### src/stat_cnt_pkg.sv
// package of constants and types for the phy statistics counter bank
package stat_cnt_pkg;
	localparam int unsigned REG_W = 16;
	localparam int unsigned WIDE_W = 48;
	localparam int unsigned IDX_W = 5;
	localparam logic [IDX_W-1:0] IDX_CRC_HIGH = 5'h05;
	localparam logic [IDX_W-1:0] IDX_CRC_MID = 5'h06;
	localparam logic [IDX_W-1:0] IDX_CRC_LOW = 5'h07;
	localparam logic [IDX_W-1:0] IDX_RXERR_DATA = 5'h08;
	localparam logic [IDX_W-1:0] IDX_RXERR_IDLE = 5'h09;
	localparam logic [IDX_W-1:0] IDX_TX_HIGH = 5'h0a;
	localparam logic [IDX_W-1:0] IDX_TX_MID = 5'h0b;
	localparam logic [IDX_W-1:0] IDX_TX_LOW = 5'h0c;
	localparam logic [REG_W-1:0] REG_RESET = 16'h0000;
	localparam logic [WIDE_W-1:0] WIDE_RESET = 48'h000000000000;
	localparam int unsigned LOW_LSB = 0;
	localparam int unsigned MID_LSB = 16;
	localparam int unsigned HIGH_LSB = 32;

	// advanced address port write: read flag plus register index
	typedef struct packed {
		logic wr;
		logic read_flag;
		logic [IDX_W-1:0] index;
	} adv_addr_t;

	// advanced read-data port strobe
	typedef struct packed {
		logic rd;
	} adv_read_t;

	// receive control pin sampled on rising and falling edge phases
	typedef struct packed {
		logic rise;
		logic fall;
	} rx_ctrl_t;

	typedef enum logic [1:0] {
		PHASE_IDLE,
		PHASE_SELECTED
	} port_state_t;
endpackage

### src/phy_statistics_counters.sv
// phy statistics counter bank behind the advanced address and read-data ports
// Behaviour
// - 48-bit counter of bad-crc frames
// - crc mid register returns bits 31:16
// - crc low register returns bits 15:0
// - high word read clears whole 48-bit counter
// - count error rises while data valid high
// - count error rises while data valid low
// - error and valid recovered from control pin
// - tx frame counter, high returns 47:32
// - tx mid register returns bits 31:16
// - tx low register returns bits 15:0
// - tx high read clears whole counter
// - crc high returns 47:32, read clears
// - counter registers ignore all writes
`timescale 1ns/10ps
module phy_statistics_counters #(
	parameter int unsigned WIDE = stat_cnt_pkg::WIDE_W,
	parameter int unsigned NARROW = stat_cnt_pkg::REG_W
) (
	input wire logic i_clk,
	input wire logic i_rst_b,
	input wire stat_cnt_pkg::adv_addr_t i_adv_addr,
	input wire stat_cnt_pkg::adv_read_t i_adv_read,
	input wire stat_cnt_pkg::rx_ctrl_t i_rx_control_pin,
	input wire logic i_crc_bad_frame,
	input wire logic i_tx_frame_done,
	output logic [stat_cnt_pkg::REG_W-1:0] o_adv_rdata,
	output logic o_adv_rvalid,
	output logic o_adv_selected
);
	import stat_cnt_pkg::*;

	port_state_t state_q;
	logic [IDX_W-1:0] index_q;
	logic rd_go;
	logic rx_dv;
	logic rx_er;
	logic crc_snap;
	logic crc_clear;
	logic tx_snap;
	logic tx_clear;
	logic rxd_clear;
	logic rxi_clear;
	logic [WIDE-1:0] crc_live;
	logic [WIDE-1:0] crc_held;
	logic [WIDE-1:0] tx_live;
	logic [WIDE-1:0] tx_held;
	logic [NARROW-1:0] rxd_count;
	logic [NARROW-1:0] rxi_count;
	logic [REG_W-1:0] rdata_d;

	// control pin: first phase is data valid, second is valid xor error
	assign rx_dv = i_rx_control_pin.rise;
	assign rx_er = i_rx_control_pin.rise ^ i_rx_control_pin.fall;

	// index is only taken with the read flag set
	always_ff @(posedge i_clk) begin
		if (!i_rst_b) begin
			index_q <= '0;
		end else if (i_adv_addr.wr && i_adv_addr.read_flag) begin
			index_q <= i_adv_addr.index;
		end
	end

	always_ff @(posedge i_clk) begin
		if (!i_rst_b) begin
			state_q <= PHASE_IDLE;
		end else begin
			case (state_q)
				PHASE_IDLE: begin
					if (i_adv_addr.wr && i_adv_addr.read_flag) begin
						state_q <= PHASE_SELECTED;
					end
				end
				PHASE_SELECTED: begin
					state_q <= PHASE_SELECTED;
				end
				default: begin
					state_q <= PHASE_IDLE;
				end
			endcase
		end
	end

	assign o_adv_selected = (state_q == PHASE_SELECTED);
	assign rd_go = i_adv_read.rd && (state_q == PHASE_SELECTED);

	assign crc_snap = rd_go && (index_q == IDX_CRC_LOW);
	assign crc_clear = rd_go && (index_q == IDX_CRC_HIGH);
	assign tx_snap = rd_go && (index_q == IDX_TX_LOW);
	assign tx_clear = rd_go && (index_q == IDX_TX_HIGH);
	assign rxd_clear = rd_go && (index_q == IDX_RXERR_DATA);
	assign rxi_clear = rd_go && (index_q == IDX_RXERR_IDLE);

	wide_counter #(.W(WIDE)) u_crc_count (
		.i_clk(i_clk),
		.i_rst_b(i_rst_b),
		.i_event(i_crc_bad_frame),
		.i_snap(crc_snap),
		.i_clear(crc_clear),
		.o_live(crc_live),
		.o_snap(crc_held)
	);

	wide_counter #(.W(WIDE)) u_tx_count (
		.i_clk(i_clk),
		.i_rst_b(i_rst_b),
		.i_event(i_tx_frame_done),
		.i_snap(tx_snap),
		.i_clear(tx_clear),
		.o_live(tx_live),
		.o_snap(tx_held)
	);

	rise_counter #(.W(NARROW)) u_rx_err_data (
		.i_clk(i_clk),
		.i_rst_b(i_rst_b),
		.i_level(rx_er),
		.i_qual(rx_dv),
		.i_clear(rxd_clear),
		.o_count(rxd_count)
	);

	rise_counter #(.W(NARROW)) u_rx_err_idle (
		.i_clk(i_clk),
		.i_rst_b(i_rst_b),
		.i_level(rx_er),
		.i_qual(!rx_dv),
		.i_clear(rxi_clear),
		.o_count(rxi_count)
	);

	// read mux: low words come live, mid and high from the snapshot
	always_comb begin
		rdata_d = REG_RESET;
		case (index_q)
			IDX_CRC_LOW: rdata_d = crc_live[LOW_LSB +: REG_W];
			IDX_CRC_MID: rdata_d = crc_held[MID_LSB +: REG_W];
			IDX_CRC_HIGH: rdata_d = crc_held[HIGH_LSB +: REG_W];
			IDX_RXERR_DATA: rdata_d = rxd_count[REG_W-1:0];
			IDX_RXERR_IDLE: rdata_d = rxi_count[REG_W-1:0];
			IDX_TX_LOW: rdata_d = tx_live[LOW_LSB +: REG_W];
			IDX_TX_MID: rdata_d = tx_held[MID_LSB +: REG_W];
			IDX_TX_HIGH: rdata_d = tx_held[HIGH_LSB +: REG_W];
			default: rdata_d = REG_RESET;
		endcase
	end

	// no write path exists into any counter
	always_ff @(posedge i_clk) begin
		if (!i_rst_b) begin
			o_adv_rdata <= REG_RESET;
		end else if (rd_go) begin
			o_adv_rdata <= rdata_d;
		end
	end

	always_ff @(posedge i_clk) begin
		if (!i_rst_b) begin
			o_adv_rvalid <= 1'b0;
		end else begin
			o_adv_rvalid <= rd_go;
		end
	end
endmodule

### src/wide_counter.sv
// 48-bit saturating-free event counter with coherent split read and clear on high read
`timescale 1ns/10ps
module wide_counter #(
	parameter int unsigned W = 48
) (
	input wire logic i_clk,
	input wire logic i_rst_b,
	input wire logic i_event,
	input wire logic i_snap,
	input wire logic i_clear,
	output logic [W-1:0] o_live,
	output logic [W-1:0] o_snap
);
	always_ff @(posedge i_clk) begin
		if (!i_rst_b) begin
			o_live <= '0;
		end else if (i_clear) begin
			o_live <= {{(W-1){1'b0}}, i_event};
		end else if (i_event) begin
			o_live <= o_live + {{(W-1){1'b0}}, 1'b1};
		end
	end

	always_ff @(posedge i_clk) begin
		if (!i_rst_b) begin
			o_snap <= '0;
		end else if (i_snap) begin
			o_snap <= o_live;
		end
	end
endmodule

### src/rise_counter.sv
// 16-bit counter of rising edges of a qualified error level, clear on read
`timescale 1ns/10ps
module rise_counter #(
	parameter int unsigned W = 16
) (
	input wire logic i_clk,
	input wire logic i_rst_b,
	input wire logic i_level,
	input wire logic i_qual,
	input wire logic i_clear,
	output logic [W-1:0] o_count
);
	logic level_q;
	logic hit;

	assign hit = i_level && !level_q && i_qual;

	always_ff @(posedge i_clk) begin
		if (!i_rst_b) begin
			level_q <= 1'b0;
		end else begin
			level_q <= i_level;
		end
	end

	always_ff @(posedge i_clk) begin
		if (!i_rst_b) begin
			o_count <= '0;
		end else if (i_clear) begin
			o_count <= {{(W-1){1'b0}}, hit};
		end else if (hit) begin
			o_count <= o_count + {{(W-1){1'b0}}, 1'b1};
		end
	end
endmodule

### config.mk
export PLATFORM = sky130hd
export DESIGN_NAME = phy_statistics_counters
export DESIGN_NICKNAME = d
export VERILOG_FILES = /design/src/stat_cnt_pkg.sv /design/src/phy_statistics_counters.sv /design/src/wide_counter.sv /design/src/rise_counter.sv
export SDC_FILE = /design/constraint.sdc
export NUM_CORES = 1
export LEC_CHECK = 0
export BUFFER_PORTS_ARGS = -buffer_cell sky130_fd_sc_hd__buf_2
export CORE_MARGIN = 1
export CORE_UTILIZATION = 49
export DETAILED_ROUTE_END_ITERATION = 8
export PLACE_DENSITY = 0.65
export RECOVER_POWER = 25
export SLEW_MARGIN = 20
export SYNTH_ARGS = -nofsm -noshare
export SYNTH_HDL_FRONTEND = slang
export SYNTH_SLANG_ARGS = --single-unit
### constraint.sdc
create_clock -name i_clk -period 2.8 [get_ports i_clk]
set_input_delay 0.56 -clock i_clk [delete_from_list [all_inputs] [get_ports i_clk]]
set_output_delay 0.56 -clock i_clk [all_outputs]
set_load 0.05 [all_outputs]
==> run_results.csv, run 1 <==
group,metric,value,unit
status,status,"finished, final reports clean",
die,die_y,148,µm
min_path,hold_path_class,"in -> reg",
logic_synthesis,async_flop_share,0,%
detailed_routing,drtPass1Iterations,9,
die,die_area,21800,µm²
sta,slew_violations,0,
setup_path,cp-end-kind,"flop",
finish,fin_cells,1566,
sta,setup_tns,0,ns
sta,rsz0062_at_grt,"no",
finish,syn2layout_area_growth,12.0,%
finish,drive_gt1_share,8.64,%
logic_synthesis,ys_seq_elements,216,
logic_synthesis,syn_avg_cell_area,8.18,µm²
power,vdd_drop_max,0.411,mV
finish,nNetsFinal,1297,
setup_path,cp.arrival,2.98,ns
die,core_area,20500,µm²
detailed_routing,first_iter_violations,925,
power,swShare,22.2,%
finish,layout_common_cells,"216 x dfxtp_1, 214 x nand2_1, 131 x a21oi_1, 56 x nor2_1, 45 x o31ai_1",
die,die_w,148,µm
min_path,whs_endpoint,"index_q[0]",
sta,worstMarginPinSlew,1.45,ns
logic_synthesis,synth.cell_area,10400,µm²
power,p_switching,0.00144,W
setup_path,worstPathRequired,3.17,ns
sta,fmax,0.384,GHz
setup_path,worstPathMaxFanout,16,
detailed_routing,via_per_inst,6.17,
sta,clock_skew,0.0141,ns
sta,relSlewSlack,3.63,%
power,pwr_density_cell,556,nW/µm²
sta,setup_viol,0,
setup_path,reg2reg_setup_slack,0.20,ns
detailed_routing,wl_per_cell,18.6,µm
placement,dp_hpwl,20.7,mm
sta,hold_slack,0.311,ns
setup_path,r2r_cells,6,
sta,hold_viol,0,
die,initial_core_util,50.6,%
min_path,hold_depth,3,
sta,setup_ws,0.196,ns
setup_path,regToRegStartpoint,"index_q[1]",
logic_synthesis,synth_cell_types,57,
finish,final_common_cell,"dfxtp_1",
detailed_routing,drc,0,
global_routing,grt_pass1_wl,47.6,mm
finish,fillers,1954,
cts,clock-sinks,216,
sta,fin_crit_sh,93.0,%
placement,gp_congestion,0.970,
placement,io_buffers,31,
sta,min_period,2.60,ns
cts,ctsHoldBuffers,0,
setup_path,r2r-end,"o_adv_rdata[9]",
power,seq_power_share,48.2,%
global_routing,antenna_found_initial,0,
global_routing,grt_max_degree,52,
finish,n_antenna_cell,0,
cts,htree_levels,1,
logic_synthesis,syn-instance-count,1269,
logic_synthesis,ys_seq_area_share,41.7,%
die,ios,32,
cts,clk_latency,0.52,ns
logic_synthesis,synthFlopType,"dfxtp_1",
detailed_routing,final_antenna_net_count,0,
power,comb_power_share,3.3,%
cts,clockBufferDepth,3,
cts,path_clk_slew,0.06,ns
setup_path,critPathLaunchType,"flop",
global_routing,grt_use_total,27.2,%
flow_run,maxCapViolations,0,
detailed_routing,wirelength,29.2,mm
cts,clockRootBuffer,"clkbuf_16",
placement,place_ws,0.118,ns
cts,post_cts_buffers,0,
global_routing,grt_pass1_vias,8859,
power,p_leak,3.49,nW
cts,post_cts_resized,0,
die,placementRows,52,
logic_synthesis,synth_fp_nets,1287,
placement,dp.cells,1523,
min_path,hp-start,"i_adv_addr[0]",
cts,cts_buffers,24,
cts,cts_tree,"built",
detailed_routing,route.vias.total,9655,
logic_synthesis,synth_edf_count,0,
power,p_clk_share,48.6,%
power,intPower,0.00503,W
logic_synthesis,yosys_warnings,0,
setup_path,path_class,"reg -> reg",
global_routing,grt_overflow,0,
[metrics by stage]
step,util [%],cell area (µm²),total power [W]
2_1_floorplan,-,10400,0.00331
3_3_place_gp,53.1,10900,0.00339
3_5_place_dp,53.1,10900,0.00339
4_1_cts,56.9,11700,0.00653
5_1_grt,56.7,11600,0.00670
6_report,56.7,11600,0.00647
[final cells by class]
class                      count  area, µm²  share of cell area, %
clock inverter                 8       68.8                  0.592
multi-input combinational    922       5560                   47.8
clock buffer                  35        723                   6.22
sequential                   216       4320                   37.2
inverter                      40        150                   1.29
tap                          270        338                   2.91
timing repair buffer          75        459                   3.95
[Yosys cell counts (all sizes together), types with 2 or more instances]
cell type    n  area (µm²)
a311oi       2        17.5
o31a         3        26.3
or4         44         330
o21a         2        15.0
clkbuf      73         274
and2         9        56.3
and4        14         123
o31ai       47         353
nor4        22         138
a22oi        4        30.0
buf         18        97.6
ha           4        50.1
a221oi      14         123
dfxtp      216        4320
and4bb       2        25.0
nor3b        3        32.5
a2111oi     14         123
xnor2       15         131
nand4       43         275
or2          2        12.5
and3        17         106
o21ai       18        90.1
xor2        28         245
nand3       38         190
mux2i       41         410
or3         20         125
nor4b        3        32.5
a21oi      131         656
nand4b       2        17.5
inv         39         146
nand4bb      3        33.8
nand2b      21         131
a211oi       2        15.0
a222oi      14         140
o41ai        2        17.5
nor3        41         210
nor2        56         210
o2bb2ai     14         123
or4b         3        30.0
nand2      215         807
[cell families after synthesis]
family | share of synthesized area (%)
DFF | 41.7
xor gates and xnor gates | 3.63
AOI/OAI and AO/OA | 17.0
muxes | 4.06
and+or+nand+nor | 28.1
adders and majority gates | 0.482
buffers and inverters | 5.03
[worst max-delay path by stage]
stage,start,slack (ns),end,depth (start not counted)
2_1_floorplan,i_crc_bad_frame,0.67,u_crc_count.o_live[45],7
3_3_place_gp,i_adv_read,0.16,o_adv_rdata[9],7
3_5_place_dp,i_adv_read,0.12,o_adv_rdata[9],7
4_1_cts,index_q[3],0.14,o_adv_rdata[9],6
5_1_grt,index_q[3],0.08,o_adv_rdata[11],4
6_report,index_q[1],0.20,o_adv_rdata[9],6
[registers in the layout (all words and copies together) (netlist names)]
| register | cells |
|---|---|
| index_q | 5 |
| u_tx_count.o_snap | 32 |
| u_crc_count.o_snap | 32 |
| u_rx_err_idle.o_count | 16 |
| u_tx_count.o_live | 48 |
| o_adv_rvalid | 1 |
| o_adv_rdata | 16 |
| state_q | 1 |
| u_rx_err_data.o_count | 16 |
| u_rx_err_data.level_q | 1 |
| u_crc_count.o_live | 48 |
[power groups by stage]
stage	clock [W]	combinational, W	sequential, W
after floorplan	0	0.000140	0.00317
after global placement	0	0.000211	0.00318
after detailed placement	0	0.000213	0.00318
after CTS	0.00320	0.000214	0.00311
after global routing	0.00335	0.000230	0.00311
final	0.00314	0.000211	0.00311
[critical path, cell delays in order (launching register included)]
cell and delay, ns:
dfxtp_1 0.48, buf_4 0.34, mux2i_1 0.25, o2bb2ai_1 0.18, a2111oi_1 0.89, buf_4 0.25
a221oi_1 0.07
[layer usage]
metal  part of all wire (%)  vias up  routed length [µm]  global-route usage [%]
li1                       -     4668                   -                       -
met1                     47     4602               13600                    39.2
met2                     43      327               12600                    41.5
met3                    7.7       58                2240                    5.40
met4                    2.5        0                 741                    7.16
met5                      0        -                   0                       0
No activity file was read; power rests on OpenSTA's default activity.
==> run 2, diff against run 1 <==
--- a/config.mk
+++ b/config.mk
@@ -6,6 +6,8 @@
 export NUM_CORES = 1
 export LEC_CHECK = 0
 export BUFFER_PORTS_ARGS = -buffer_cell sky130_fd_sc_hd__buf_2
+export CAP_MARGIN = 0
+export CORE_ASPECT_RATIO = 0.9
 export CORE_MARGIN = 1
 export CORE_UTILIZATION = 49
 export DETAILED_ROUTE_END_ITERATION = 8
==> run 2 against run 1 <==
  * Design area is essentially flat
  * Power shrank 1.4%
  * Global-route usage shrank 0.16 points
  * Highest routed layer is now met5
  * The flow now finishes with violations (capacitance limit, slew limit)
  * Largest power group is now registers
  * Clock power shrank 3%
  * Critical path type unchanged
  * Clock-buffer cell count is the same
==> run_results.csv, run 2 (same netlist as run 1, synthesis figures left out) <==
group,metric,value,unit
status,status,"finished with violations",
status,failed_checks,"capacitance limit, slew limit",
cts,htree_levels,1,
cts,clock-sinks,216,
global_routing,grt_use_total,27.1,%
sta,relSlewSlack,-4.85,%
detailed_routing,route.vias.total,9584,
detailed_routing,via_per_inst,6.07,
power,pwr_density_cell,549,nW/µm²
placement,gp_congestion,0.934,
finish,nNetsFinal,1299,
sta,slew_violations,73,
cts,clockBufferDepth,3,
detailed_routing,final_antenna_net_count,0,
power,vdd_drop_max,0.319,mV
setup_path,r2r_cells,7,
sta,worstMarginPinSlew,1.57,ns
global_routing,grt_max_degree,73,
cts,clockRootBuffer,"clkbuf_16",
cts,cts_tree,"built",
detailed_routing,wirelength,29.2,mm
global_routing,antenna_found_initial,0,
sta,fin_crit_sh,95.7,%
sta,rsz0062_at_grt,"no",
global_routing,grt_pass1_vias,8653,
setup_path,critPathLaunchType,"flop",
sta,clock_skew,0.0228,ns
finish,drive_gt1_share,8.19,%
flow_run,maxCapViolations,1,
min_path,hp-start,"i_adv_addr[0]",
detailed_routing,drc,0,
finish,syn2layout_area_growth,11.9,%
min_path,whs_endpoint,"index_q[0]",
min_path,hold_depth,3,
cts,clk_latency,0.53,ns
die,initial_core_util,50.0,%
setup_path,path_class,"reg -> reg",
finish,reg_top3,"u_crc_count.o_live: 48 flops, u_tx_count.o_live: 48 flops",
die,die_area,21800,µm²
sta,fmax,0.373,GHz
power,p_leak,3.46,nW
finish,layout_common_cells,"216 x dfxtp_1, 214 x nand2_1, 131 x a21oi_1, 56 x nor2_1, 45 x buf_4",
die,die_y,140,µm
setup_path,regToRegStartpoint,"index_q[3]",
finish,final_common_cell,"dfxtp_1",
finish,n_antenna_cell,0,
detailed_routing,wl_per_cell,18.5,µm
placement,io_buffers,31,
die,placementRows,50,
detailed_routing,drtPass1Iterations,7,
setup_path,worstPathMaxFanout,10,
setup_path,cp.arrival,3.00,ns
setup_path,cp-end-kind,"flop",
placement,dp_hpwl,20.5,mm
finish,finish.utilization,55.9,%
setup_path,worstPathRequired,3.12,ns
min_path,hold_path_class,"in -> reg",
sta,min_period,2.68,ns
cts,post_cts_buffers,0,
global_routing,grt_pass1_wl,47.0,mm
sta,setup_tns,0,ns
global_routing,grt_overflow,0,
sta,hold_viol,0,
setup_path,reg2reg_setup_slack,0.12,ns
setup_path,r2r-end,"o_adv_rdata[10]",
die,ios,32,
cts,cts_buffers,23,
die,core_area,20800,µm²
die,die_w,155,µm
cts,path_clk_slew,0.06,ns
detailed_routing,first_iter_violations,941,
sta,setup_viol,0,
run 2: changes by cell type in the layout (fill, tap and decap cells not counted), sizes merged:
cell,change
clkinv,-6
bufinv,+1
clkbuf,+2
buf,+1
run 2: routing by layer:
layer	vias to the layer above	part of all wire [%]	global-route usage, %
met3	51	7.6	5.45
met2	322	43	39.5
met5	-	0.24	2.49
met4	2	2.4	7.95
li1	4677	-	-
met1	4532	47	39.8
run 2: how the worst max path moves through the flow:
stage | startpoint | to | slack, ns | depth (start not counted)
after global placement | i_adv_read | o_adv_rdata[10] | 0.16 | 6
after floorplan | i_crc_bad_frame | u_crc_count.o_live[45] | 0.67 | 7
after global routing | index_q[3] | o_adv_rdata[9] | 0.05 | 4
final | index_q[3] | o_adv_rdata[10] | 0.12 | 7
after CTS | index_q[3] | o_adv_rdata[10] | 0.19 | 7
after detailed placement | i_adv_read | o_adv_rdata[10] | 0.09 | 6
run 2: report_power, final:
part	internal, W	switching [W]
clock	0.00180	0.00125
sequential	0.00309	0.0000261
combinational	0.0000632	0.000150
total	0.00495	0.00142
run 2: area by class of cell:
type                    instances  area, µm²
inverters                      40        150
fillers                      1976       9160
flip-flops and latches        216       4320
clock buffers                  35        661
clock inverters                 3       68.8
repair buffers                 78        480
multi-input cells             922       5570
well taps                     286        358
run 2: worst max-delay path, stage by stage, from the launching register on:
cell and delay (ns):
dfxtp_1 0.50, clkbuf_1 0.19, nand4bb_1 0.33, nor2_1 0.10, buf_4 0.18, a2111oi_1 0.87, buf_4 0.24, a221oi_1 0.07
run 2: repair_timing:
item,4_1_cts,5_1_grt
hold buffers,0,0
setup endpoints to repair,0,1
gates resized for setup,0,1
run 2: per-stage QoR:
| step | instance area (µm²) | std cells | worst slack (ns) | total power (W) | hold WS (ns) |
|---|---|---|---|---|---|
| after floorplan | 10400 | 1269 | 0.668 | 0.00331 | 0.432 |
| after global placement | 10900 | 1542 | 0.163 | 0.00339 | 0.442 |
| after detailed placement | 10900 | 1542 | 0.0932 | 0.00339 | 0.448 |
| after CTS | 11700 | 1580 | 0.190 | 0.00640 | 0.300 |
| after global routing | 11600 | 1580 | 0.0510 | 0.00654 | 0.335 |
| final | 11600 | 1580 | 0.121 | 0.00637 | 0.309 |
==> run 3, diff against run 2 <==
--- a/config.mk
+++ b/config.mk
@@ -11,6 +11,7 @@
 export CORE_MARGIN = 1
 export CORE_UTILIZATION = 49
 export DETAILED_ROUTE_END_ITERATION = 8
+export GPL_TIMING_DRIVEN = 0
 export PLACE_DENSITY = 0.65
 export RECOVER_POWER = 25
 export SLEW_MARGIN = 20
==> run 3 against run 2 <==
  * The flow now finishes without violations
  * Power grew 3.5%
  * Worst hold slack better by 0.0047 ns
  * Sequential share of layout area fell by 0.47 points
  * Combinational power is 7% higher
  * Design area rose by 1.3%
  * Die area stayed put
  * Via count grew 3.1%
  * Critical path type unchanged
  * Critical endpoint is now o_adv_rdata[5]
  * Highest routed layer is now met4
==> run_results.csv, run 3 (same netlist as run 1, synthesis figures left out) <==
group,metric,value,unit
global_routing,grt_use_total,28.8,%
cts,htree_levels,1,
setup_path,cp-end-kind,"flop",
detailed_routing,route.vias.total,9883,
die,initial_core_util,50.0,%
cts,path_clk_slew,0.06,ns
finish,drive_gt1_share,6.93,%
placement,dp_hpwl,22.8,mm
sta,min_period,2.80,ns
placement,gp_congestion,0.953,
cts,post_cts_buffers,0,
setup_path,worstPathMaxFanout,10,
sta,setup_viol,0,
setup_path,path_class,"reg -> reg",
finish,fin_cells,1628,
global_routing,grt_max_degree,14,
setup_path,crit_chain,"clkbuf_1 -> nand4bb_1 -> nor2_1 -> clkbuf_2 -> a2111oi_1 -> a221oi_1",
detailed_routing,via_per_inst,6.07,
die,placementRows,50,
sta,worstMarginPinSlew,0.879,ns
cts,clockRootBuffer,"clkbuf_16",
detailed_routing,wirelength,31.1,mm
cts,clockBufferDepth,3,
sta,setup_ws,0.00441,ns
placement,io_buffers,30,
detailed_routing,drc,0,
detailed_routing,wl_met2,13.1,mm
cts,clock-sinks,216,
detailed_routing,first_iter_violations,1011,
setup_path,cp_num_cells,6,
die,die_y,140,µm
die,die_area,21800,µm²
status,status,"finished, final reports clean",
detailed_routing,wl_met3,2.39,mm
sta,fmax,0.358,GHz
finish,nNetsFinal,1343,
die,die_w,155,µm
finish,n_antenna_cell,0,
power,pwr_density_cell,561,nW/µm²
detailed_routing,drtPass1Iterations,7,
min_path,hold_path_class,"in -> reg",
setup_path,cp-startpoint,"index_q[3]",
detailed_routing,met1_length,15.1,mm
setup_path,critPathLaunchType,"flop",
power,vdd_drop_max,0.320,mV
sta,slew_violations,0,
setup_path,slowest_delay,0.88,ns
setup_path,worst-path-buf-inv,2,
flow_run,maxCapViolations,0,
global_routing,grt_pass1_vias,8961,
setup_path,crit_family,"compound AO/OA/AOI/OAI gates",
detailed_routing,final_antenna_net_count,0,
setup_path,reg2reg_setup_slack,0.004,ns
setup_path,endpoint,"o_adv_rdata[5]",
detailed_routing,top_layer_used,"met4",
global_routing,grt_pass1_wl,49.5,mm
sta,clock_skew,0.0126,ns
finish,layout_common_cells,"216 x dfxtp_1, 215 x nand2_1, 131 x a21oi_1, 91 x clkbuf_1, 56 x nor2_1",
detailed_routing,wl_per_cell,19.1,µm
finish,finish.utilization,56.6,%
finish,reg_top3,"u_crc_count.o_live: 48 flops, u_tx_count.o_live: 48 flops",
sta,relSlewSlack,41.3,%
sta,rsz0062_at_grt,"yes",
placement,place_ws,-0.254,ns
cts,ctsHoldBuffers,0,
setup_path,r2r-end,"o_adv_rdata[5]",
setup_path,crit_path_top_delay_cell,"a2111oi_1",
finish,syn2layout_area_growth,13.3,%
setup_path,regToRegStartpoint,"index_q[3]",
sta,fin_crit_sh,99.8,%
global_routing,grt_overflow,0,
die,core_area,20800,µm²
placement,dp.cells,1585,
global_routing,antenna_found_initial,0,
cts,cts_buffers,24,
cts,clk_latency,0.52,ns
finish,final_common_cell,"dfxtp_1",
die,ios,32,
setup_path,worstPathRequired,3.16,ns
cts,cts_tree,"built",
setup_path,r2r_cells,6,
power,p_leak,3.46,nW
setup_path,cp.arrival,3.16,ns
sta,setup_tns,0,ns
sta,hold_viol,0,
-- run 3: cell types whose count changed in the layout (fill, tap and decap cells not counted), moves of 3 or more --
cell,before,now
clkbuf_1,26,91
buf_4,45,1
buf_2,13,22
a2111oi_0,13,5
a2111oi_2,0,8
clkinv_2,0,7
buf_1,0,3
-- run 3: worst min-delay path by stage --
| stage | start | endpoint | depth (start not counted) |
|---|---|---|---|
| 2_1_floorplan | u_crc_count.o_snap[47] | u_crc_count.o_snap[47] | 2 |
| 3_3_place_gp | u_crc_count.o_snap[30] | u_crc_count.o_snap[30] | 2 |
| 3_5_place_dp | u_tx_count.o_snap[32] | u_tx_count.o_snap[32] | 2 |
| 4_1_cts | i_adv_addr[0] | index_q[0] | 3 |
| 5_1_grt | i_adv_addr[4] | index_q[4] | 3 |
| 6_report | i_adv_addr[0] | index_q[0] | 3 |
-- run 3: power by group --
part / total, W / switching [W] / internal, W
registers: 0.00311 / 0.0000201 / 0.00309
logic: 0.000227 / 0.000168 / 0.0000594
clock network: 0.00326 / 0.00130 / 0.00196
-- run 3: area by class of cell --
type	instances	area (µm²)
plain buffers	91	377
clock buffers	31	708
clock inverters	12	119
fillers	2041	9010
inverters	40	150
multi-input cells	922	5600
flip-flops and latches	216	4320
well taps	286	358
repair buffers	30	126
-- run 3: worst register-to-register path: cells and delay by family, from the launching register on --
family                 cells  cell delay [ns]
AND/OR/NAND/NOR            2             0.53
AO/OA/AOI/OAI              2             1.05
flip-flops                 1             0.34
buffers and inverters      2             0.71
-- run 3: timing repair --
action,CTS,global route
resized for setup,7,19
cloned,0,0
setup endpoints to repair,8,31
-- run 3: layer usage --
| metal | vias up | global-route usage (%) |
|---|---|---|
| met2 | 337 | 41.9 |
| li1 | 4761 | - |
| met5 | - | 0 |
| met1 | 4749 | 44.2 |
| met3 | 36 | 5.04 |
| met4 | 0 | 5.52 |
-- run 3: metrics by stage --
step	area, µm²	hold slack, ns	power, W
finish	11800	0.313	0.00660
global route	11800	0.327	0.00678
CTS	11700	0.297	0.00664
detailed placement	10900	0.448	0.00340
global placement	10900	0.444	0.00339
floorplan	10400	0.432	0.00331
